## src/design/cti_pkg.sv

```systemverilog
// Package for the computer telemetry interface: counter limits, timing constants, states.
// Assumes a 100 MHz core clock; sync inputs arrive asynchronously from the encoder.
package cti_pkg;
   localparam int unsigned CORE_CLK_MHZ     = 100;
   localparam logic [4:0]  SLOT_MAX         = 5'h1e;
   localparam logic [3:0]  FRAME_MAX        = 4'ha;
   localparam logic [1:0]  SHARED_MAX       = 2'h3;
   localparam logic [4:0]  SLOT_RST_VAL     = 5'h01;
   localparam logic [3:0]  FRAME_RST_VAL    = 4'h1;
   localparam logic [1:0]  SHARED_RST_VAL   = 2'h1;
   localparam int unsigned CLR_TO_LOAD_US   = 3;
   localparam int unsigned READY_WIDTH_US   = 4;
   localparam int unsigned CLR_TO_LOAD_CYC  = CLR_TO_LOAD_US * CORE_CLK_MHZ;
   localparam int unsigned READY_WIDTH_CYC  = READY_WIDTH_US * CORE_CLK_MHZ;
   localparam int unsigned CNT_W            = 12;
   localparam int unsigned DATA_W           = 10;
   localparam int unsigned ADDR_W           = 12;

   typedef enum logic [1:0] {
      CTI_IDLE  = 2'b00,
      CTI_WAIT  = 2'b01,
      CTI_DONE  = 2'b11
   } cti_xfer_e;
endpackage

```

## src/design/cti_sync2.sv

```systemverilog
// Two-flop synchroniser for levels entering the core clock domain.
// Assumes the input may change at any time relative to core_clk.
`timescale 1ns/100ps
module cti_sync2 (
   input  wire logic core_clk,
   input  wire logic rst,
   input  wire logic din,
   output logic      dout
);
   logic meta_q;

   // First stage feeds only the second stage
   always_ff @(posedge core_clk or posedge rst) begin
      if (rst) begin
         meta_q <= 1'b0;
         dout   <= 1'b0;
      end else begin
         meta_q <= din;
         dout   <= meta_q;
      end
   end
endmodule

```

## src/design/cti_pulse.sv

```systemverilog
// Retriggerable one-shot: holds its output high for a fixed count after a start; a new start reloads the count.
// Assumes start is a one-cycle pulse on core_clk.
`timescale 1ns/100ps
module cti_pulse
   import cti_pkg::*;
#(
   parameter logic [11:0] WIDTH = 12'h001
) (
   input  wire logic core_clk,
   input  wire logic rst,
   input  wire logic start,
   output logic      busy
);
   logic [11:0] cnt_q;

   always_ff @(posedge core_clk or posedge rst) begin
      if (rst) begin
         cnt_q <= 12'h000;
      end else if (start) begin
         cnt_q <= WIDTH;
      end else if (cnt_q != 12'h000) begin
         cnt_q <= cnt_q - 12'h001;
      end
   end

   assign busy = (cnt_q != 12'h000);
endmodule

```

## src/design/cti_top.sv

```systemverilog
// Computer telemetry interface: places adapter data words into selected format slots.
// Assumes slot sync, frame sync, address, data and request come from outside the clock domain.
//
// What this block does
// - Slot counter divides sync pulses by thirty
// - Counters recycle to one after 30/10/3
// - Common reset forces all counters to one
// - Frame counter divides slot wraps by ten
// - Shared counter divides slot wraps by three
// - Timing derives common reset and load phase
// - Address synchronised, compared by comparators, detectors
// - Phase and bits 2-6 match slot counter
// - Bits 7-10 zero or frame match
// - Bits 11-12 match shared counter stages
// - Bits 11-12 zero or shared match
// - Gate needs matches, sync and request
// - Out-of-sync counters block any transfer
// - Clear holding word, then load later
// - Load starts data-ready one-shot pulse
`timescale 1ns/100ps
module cti_top
   import cti_pkg::*;
#(
   parameter logic [11:0] CLR_TO_LOAD = CLR_TO_LOAD_CYC[11:0],
   parameter logic [11:0] READY_WIDTH = READY_WIDTH_CYC[11:0]
) (
   input  wire logic              core_clk,
   input  wire logic              rst,
   input  wire logic              slot_sync,
   input  wire logic              frame_sync,
   input  wire logic [ADDR_W-1:0] addr,
   input  wire logic [DATA_W-1:0] data_in,
   input  wire logic              data_request,
   output logic      [DATA_W-1:0] word_holding_card,
   output logic                   data_ready,
   output logic                   in_sync,
   output logic      [4:0]        slot_count,
   output logic      [3:0]        frame_count,
   output logic      [1:0]        shared_count
);
   logic              slot_s;
   logic              frame_s;
   logic              req_s;
   logic [ADDR_W-1:0] addr_s;
   logic [DATA_W-1:0] data_s;
   logic              slot_prev_q;
   logic              frame_prev_q;
   logic              phase_q;
   logic [4:0]        slot_q;
   logic [3:0]        frame_q;
   logic [1:0]        shared_q;
   logic              in_sync_q;
   logic              slot_wrap;
   logic              slot_step;
   logic              common_rst;
   logic              comp_a;
   logic              comp_b;
   logic              comp_c;
   logic              frame_match_or_ignore;
   logic              shared_match_or_ignore;
   logic              data_entry_gate;
   logic              gate_prev_q;
   logic              fire;
   cti_xfer_e         st_q;
   logic [11:0]       dly_q;
   logic              load_stb;
   logic [DATA_W-1:0] hold_q;

   // Every pin but core_clk and rst crosses two flops before any logic sees it
   cti_sync2 u_sync_slot (
      .core_clk (core_clk),
      .rst      (rst),
      .din      (slot_sync),
      .dout     (slot_s)
   );

   cti_sync2 u_sync_frame (
      .core_clk (core_clk),
      .rst      (rst),
      .din      (frame_sync),
      .dout     (frame_s)
   );

   cti_sync2 u_sync_req (
      .core_clk (core_clk),
      .rst      (rst),
      .din      (data_request),
      .dout     (req_s)
   );

   // Address and data are buses; each line is synchronised, so a skewed change
   // may look torn for a cycle, which the slot-long match window absorbs
   genvar gi;
   generate
      for (gi = 0; gi < ADDR_W; gi++) begin : g_addr
         cti_sync2 u_sync_a (
            .core_clk (core_clk),
            .rst      (rst),
            .din      (addr[gi]),
            .dout     (addr_s[gi])
         );
      end
      for (gi = 0; gi < DATA_W; gi++) begin : g_data
         cti_sync2 u_sync_d (
            .core_clk (core_clk),
            .rst      (rst),
            .din      (data_in[gi]),
            .dout     (data_s[gi])
         );
      end
   endgenerate

   always_ff @(posedge core_clk or posedge rst) begin
      if (rst) begin
         slot_prev_q  <= 1'b0;
         frame_prev_q <= 1'b0;
      end else begin
         slot_prev_q  <= slot_s;
         frame_prev_q <= frame_s;
      end
   end

   // Rising edge of the restored sync steps the slot counter
   assign slot_step  = slot_s & ~slot_prev_q;
   // Rising edge of the frame sync is the common counter reset
   assign common_rst = frame_s & ~frame_prev_q;
   assign slot_wrap  = slot_step && (slot_q == SLOT_MAX);

   // Phase waveform: toggled at each step, half-rate square of the slot clock
   always_ff @(posedge core_clk or posedge rst) begin
      if (rst) begin
         phase_q <= 1'b0;
      end else if (common_rst) begin
         phase_q <= 1'b0;
      end else if (slot_step) begin
         phase_q <= ~phase_q;
      end
   end

   always_ff @(posedge core_clk or posedge rst) begin
      if (rst) begin
         slot_q <= SLOT_RST_VAL;
      end else if (common_rst) begin
         slot_q <= SLOT_RST_VAL;
      end else if (slot_wrap) begin
         slot_q <= SLOT_RST_VAL;
      end else if (slot_step) begin
         slot_q <= slot_q + 5'h01;
      end
   end

   always_ff @(posedge core_clk or posedge rst) begin
      if (rst) begin
         frame_q <= FRAME_RST_VAL;
      end else if (common_rst) begin
         frame_q <= FRAME_RST_VAL;
      end else if (slot_wrap) begin
         frame_q <= (frame_q == FRAME_MAX) ? FRAME_RST_VAL : frame_q + 4'h1;
      end
   end

   always_ff @(posedge core_clk or posedge rst) begin
      if (rst) begin
         shared_q <= SHARED_RST_VAL;
      end else if (common_rst) begin
         shared_q <= SHARED_RST_VAL;
      end else if (slot_wrap) begin
         shared_q <= (shared_q == SHARED_MAX) ? SHARED_RST_VAL : shared_q + 2'h1;
      end
   end

   // In sync once a frame sync lands exactly where the slot and frame counters are both at one;
   // a frame sync anywhere else means the counters had drifted
   always_ff @(posedge core_clk or posedge rst) begin
      if (rst) begin
         in_sync_q <= 1'b0;
      end else if (common_rst) begin
         in_sync_q <= (slot_q == SLOT_RST_VAL) && (frame_q == FRAME_RST_VAL);
      end
   end

   // Address bit n, counted from one, is addr_s[n-1]
   assign comp_a = (addr_s[0] == phase_q) && (addr_s[5:1] == slot_q);
   assign comp_b = (addr_s[9:6] == frame_q);
   assign comp_c = (addr_s[10] == shared_q[0]) && (addr_s[11] == shared_q[1]);
   assign frame_match_or_ignore  = comp_b || (addr_s[9:6] == 4'h0);
   assign shared_match_or_ignore = comp_c || (addr_s[11:10] == 2'h0);
   assign data_entry_gate = comp_a && frame_match_or_ignore && shared_match_or_ignore
                            && in_sync_q && req_s;

   always_ff @(posedge core_clk or posedge rst) begin
      if (rst) begin
         gate_prev_q <= 1'b0;
      end else begin
         gate_prev_q <= data_entry_gate;
      end
   end

   // Only the first true cycle of a comparison starts a transfer
   assign fire = data_entry_gate & ~gate_prev_q;

   always_ff @(posedge core_clk or posedge rst) begin
      if (rst) begin
         st_q  <= CTI_IDLE;
         dly_q <= 12'h000;
      end else begin
         case (st_q)
            CTI_IDLE: begin
               if (fire) begin
                  st_q  <= CTI_WAIT;
                  dly_q <= CLR_TO_LOAD;
               end
            end
            CTI_WAIT: begin
               if (dly_q <= 12'h001) begin
                  st_q <= CTI_DONE;
               end else begin
                  dly_q <= dly_q - 12'h001;
               end
            end
            CTI_DONE: begin
               st_q <= CTI_IDLE;
            end
            default: begin
               st_q <= CTI_IDLE;
            end
         endcase
      end
   end

   assign load_stb = (st_q == CTI_DONE);

   // Clear on the start, load at the end of the delay; data must be steady by then
   always_ff @(posedge core_clk or posedge rst) begin
      if (rst) begin
         hold_q <= {DATA_W{1'b0}};
      end else if (st_q == CTI_IDLE && fire) begin
         hold_q <= {DATA_W{1'b0}};
      end else if (load_stb) begin
         hold_q <= data_s;
      end
   end

   cti_pulse #(
      .WIDTH (READY_WIDTH)
   ) u_ready (
      .core_clk (core_clk),
      .rst      (rst),
      .start    (load_stb),
      .busy     (data_ready)
   );

   assign word_holding_card = hold_q;
   assign in_sync           = in_sync_q;
   assign slot_count        = slot_q;
   assign frame_count       = frame_q;
   assign shared_count      = shared_q;
endmodule

```

## config.mk

```make
export PLATFORM = sky130hd
export DESIGN_NAME = cti_top
export DESIGN_NICKNAME = d
export VERILOG_FILES = /design/src/design/cti_pkg.sv /design/src/design/cti_sync2.sv /design/src/design/cti_pulse.sv /design/src/design/cti_top.sv
export SDC_FILE = /design/constraint.sdc
export NUM_CORES = 1
export LEC_CHECK = 0
export BUFFER_PORTS_ARGS = -buffer_cell sky130_fd_sc_hd__buf_2
export CORE_MARGIN = 3
export CORE_UTILIZATION = 57
export CTS_BUF_LIST = sky130_fd_sc_hd__clkbuf_8 sky130_fd_sc_hd__clkbuf_16
export DETAILED_ROUTE_END_ITERATION = 10
export GPL_TIMING_DRIVEN = 0
export HOLD_SLACK_MARGIN = 0.06
export PLACE_DENSITY = 0.79
export RECOVER_POWER = 50
export SYNTH_ARGS = -nofsm -noshare
export SYNTH_HDL_FRONTEND = slang
export SYNTH_SLANG_ARGS = --single-unit
export TNS_END_PERCENT = 10
```

## constraint.sdc

```tcl
create_clock -name core_clk -period 4.65 [get_ports core_clk]
set_clock_uncertainty 0.15 [all_clocks]
set_input_delay 0.93 -clock core_clk [delete_from_list [all_inputs] [get_ports core_clk]]
set_output_delay 0.93 -clock core_clk [all_outputs]
set_load 0.01 [all_outputs]
```

==> results.ini <==
[run_status]
outcome=finished, violations left
violations=capacitance limit, slew limit

[route]
drt_iter0_markers=166
wl_um=7040
vias=2612
wl_per_cell_um=14.3
first_pass_iters=4
drc=0
antenna_left=0
vias_per_cell=5.30

[worst_hold_path]
hold_path_class=reg2reg

[worst_setup_path]
crit_path_end_kind=output pin
crit_required_ns=3.57
critPathLaunchType=flop
path_class=reg2out
path_max_fanout=6
worstPathArrival_ns=2.30

[sta]
setup-violations-final=0
slew_violations=77
fin_crit_sh=0.726
relSlewSlack=-0.204
worst_slew_pin_slew_ns=1.81
setup_ws_ns=1.27
hold_viol_final=0
rsz0062_at_grt=no
fmax_mhz=296
min_period_ns=3.38

[synth]
synth_top_cells_by_count=dfrtp_1, o21ai_0, nand2_1, nor2_1, xnor2_1
yosysMostFrequentCell=dfrtp_1
synth_compound_area_frac=0.0729
synthDistinctLibCells=41
synth_xor_area_frac=0.0632
postSynthCellCount=334
netlist_area_mm2=0.00402
netlist.top_cell.by_area=dfrtp_1
synthTopCellsByArea=dfrtp_1, xnor2_1, o21ai_0, mux2_4, nand2_1
synthFlopType=dfrtp_1
synth_edf_count=0
synth_mux_area_frac=0.0467
synthArstFlopShare=1.00
synth_top_family_by_area=simple AND/OR/NAND/NOR gates
synth-adder-area-share=0.0218
synth_seq_cells=102
yosys.area_share.simple=0.135
netlist.area_leader.share=0.617
avgSynthCellArea_um2=12.0
yosysWarnings=0
syn-num-nets=368
ys_seq_area_frac=0.636

[clocking]
cts_resized=0
root_buffer=clkbuf_8
clk_pin_slew_worst_paths_ns=0.10
tritoncts=yes
htree_levels=3
clock-sinks=102
clk_path_buf_depth=2
hold_buffers=0
cts_buffers=9
cts_setup_buffers=0
insertion_delay_ns=0.36

[grt]
overflow=0
grt_pass1_wl_um=12100
grt_max_degree=77
antenna_found_initial=0
grt_use_total=0.186
first_global_vias=2498

[place]
place_ws_ns=1.69
port-buffer-count=49
gp_congestion=0.797
place_inst=477
dpl.hpwl_um=4870

[final_layout]
diodes=0
final_cell_count_no_fill=493
syn_to_final_growth_pct=13.7
nets=429
drive_gt1_frac=0.208

[floorplanning]
pin_count=50
die_w_um=90.0
core_area_mm2=0.00660
start_util=0.608
die_y_um=90.0
row_count=29
die_area_mm2=0.00809

[power]
powerDensity_mw_per_mm2=406
p_leak_nw=2.11
ir_worst_vdd_v=0.000272

[flow_run]
maxCapViolCount=1

==> metal layers <==
metal | wire length [µm] | global-route usage | part of all wire | vias up
li1 | - | - | - | 1263
met1 | 3430 | 0.277 | 0.49 | 1281
met2 | 3220 | 0.269 | 0.46 | 62
met3 | 309 | 0.0518 | 0.044 | 6
met4 | 74 | 0.0548 | 0.011 | 0
met5 | 0 | 0 | 0 | -
==> logic make-up (layout without fill, tap and decap cells) <==
kind of cell	Yosys count	after routing
mux	14	14
simple gates	108	108
xor+xnor	29	29
compound gates	50	50
fa+ha+maj	7	7
flops	102	102
buf+inv	24	90
==> area by class of cell <==
cell class / instances / area (µm²)
Timing Repair Buffer: 50 / 250
Fill cell: 488 / 2030
Sequential cell: 102 / 2560
Clock buffer: 9 / 124
Buffer: 15 / 63.8
Multi-Input combinational cell: 208 / 1360
Inverter: 9 / 35.0
Clock inverter: 7 / 60.1
Tap cell: 93 / 116
==> layout by cell type, fill, tap and decap left out, drive strengths merged, types with 2 or more instances in the layout <==
master	synthesis	routed
dfrtp	99	99
buf	1	50
o21ai	32	32
nand2	26	26
nor2	26	26
clkbuf	14	24
xnor2	20	20
nor3	11	11
inv	9	11
mux2	11	11
xor2	9	9
nor4	7	7
ha	7	7
nand3	6	6
nor2b	6	6
a21oi	6	6
nand2b	5	5
or4	4	4
or3	4	4
nand4	4	4
clkinvlp	0	4
a211oi	3	3
mux2i	3	3
dfstp	3	3
o2111ai	2	2
nor3b	2	2
o31ai	2	2
==> sequential cells by signal, indices dropped and copies added, names as in the netlist, 2 cells and up <==
register                flops
dly_q                      12
frame_count                 4
g_addr.u_sync_a.dout       12
g_addr.u_sync_a.meta_q     12
g_data.u_sync_d.dout       10
g_data.u_sync_d.meta_q     10
shared_count                2
slot_count                  5
st_q                        2
u_ready.cnt_q              12
word_holding_card          10
==> critical path, cell delays in order, from the launching register on <==
cell      delay, ns
dfrtp_1        0.41
inv_1          0.11
ha_1           0.21
nor3b_1        0.38
and3_1         0.21
clkbuf_1       0.26
inv_1          0.18
buf_2          0.18
==> power by group <==
| part | internal (mW) | switching [mW] | leakage (nW) |
|---|---|---|---|
| Combinational | 0.134 | 0.150 | 0.756 |
| Sequential | 0.976 | 0.0855 | 1.27 |
| Clock | 0.201 | 0.309 | 0.0864 |
==> final timing paths <==
path	endpoint	startpoint	depth (start not counted)	slack [ns]
setup reg to reg	dly_q[5]	frame_count[0]	7	1.91
min in group asynchronous	slot_prev_q	rst	2	0.64
hold / removal	u_sync_req.dout	u_sync_req.meta_q	0	0.20
setup / recovery	data_ready	u_ready.cnt_q[0]	7	1.27
max in group asynchronous	g_addr[1].u_sync_a.dout	rst	3	1.45
hold reg to reg	u_sync_req.dout	u_sync_req.meta_q	0	0.20
==> metrics by stage <==
stage               power [mW]  utilization  cell area, µm²  hold slack, ns  TNS (ns)
floorplan                 1.28            -            4020           0.181         0
global placement          1.34        0.663            4380           0.182     -7.40
detailed placement        1.37        0.668            4410           0.185         0
CTS                       1.88        0.696            4590           0.204         0
global route              1.97        0.692            4570           0.215         0
finish                    1.86        0.692            4570           0.203         0
Power figures use the tool's default switching activity.
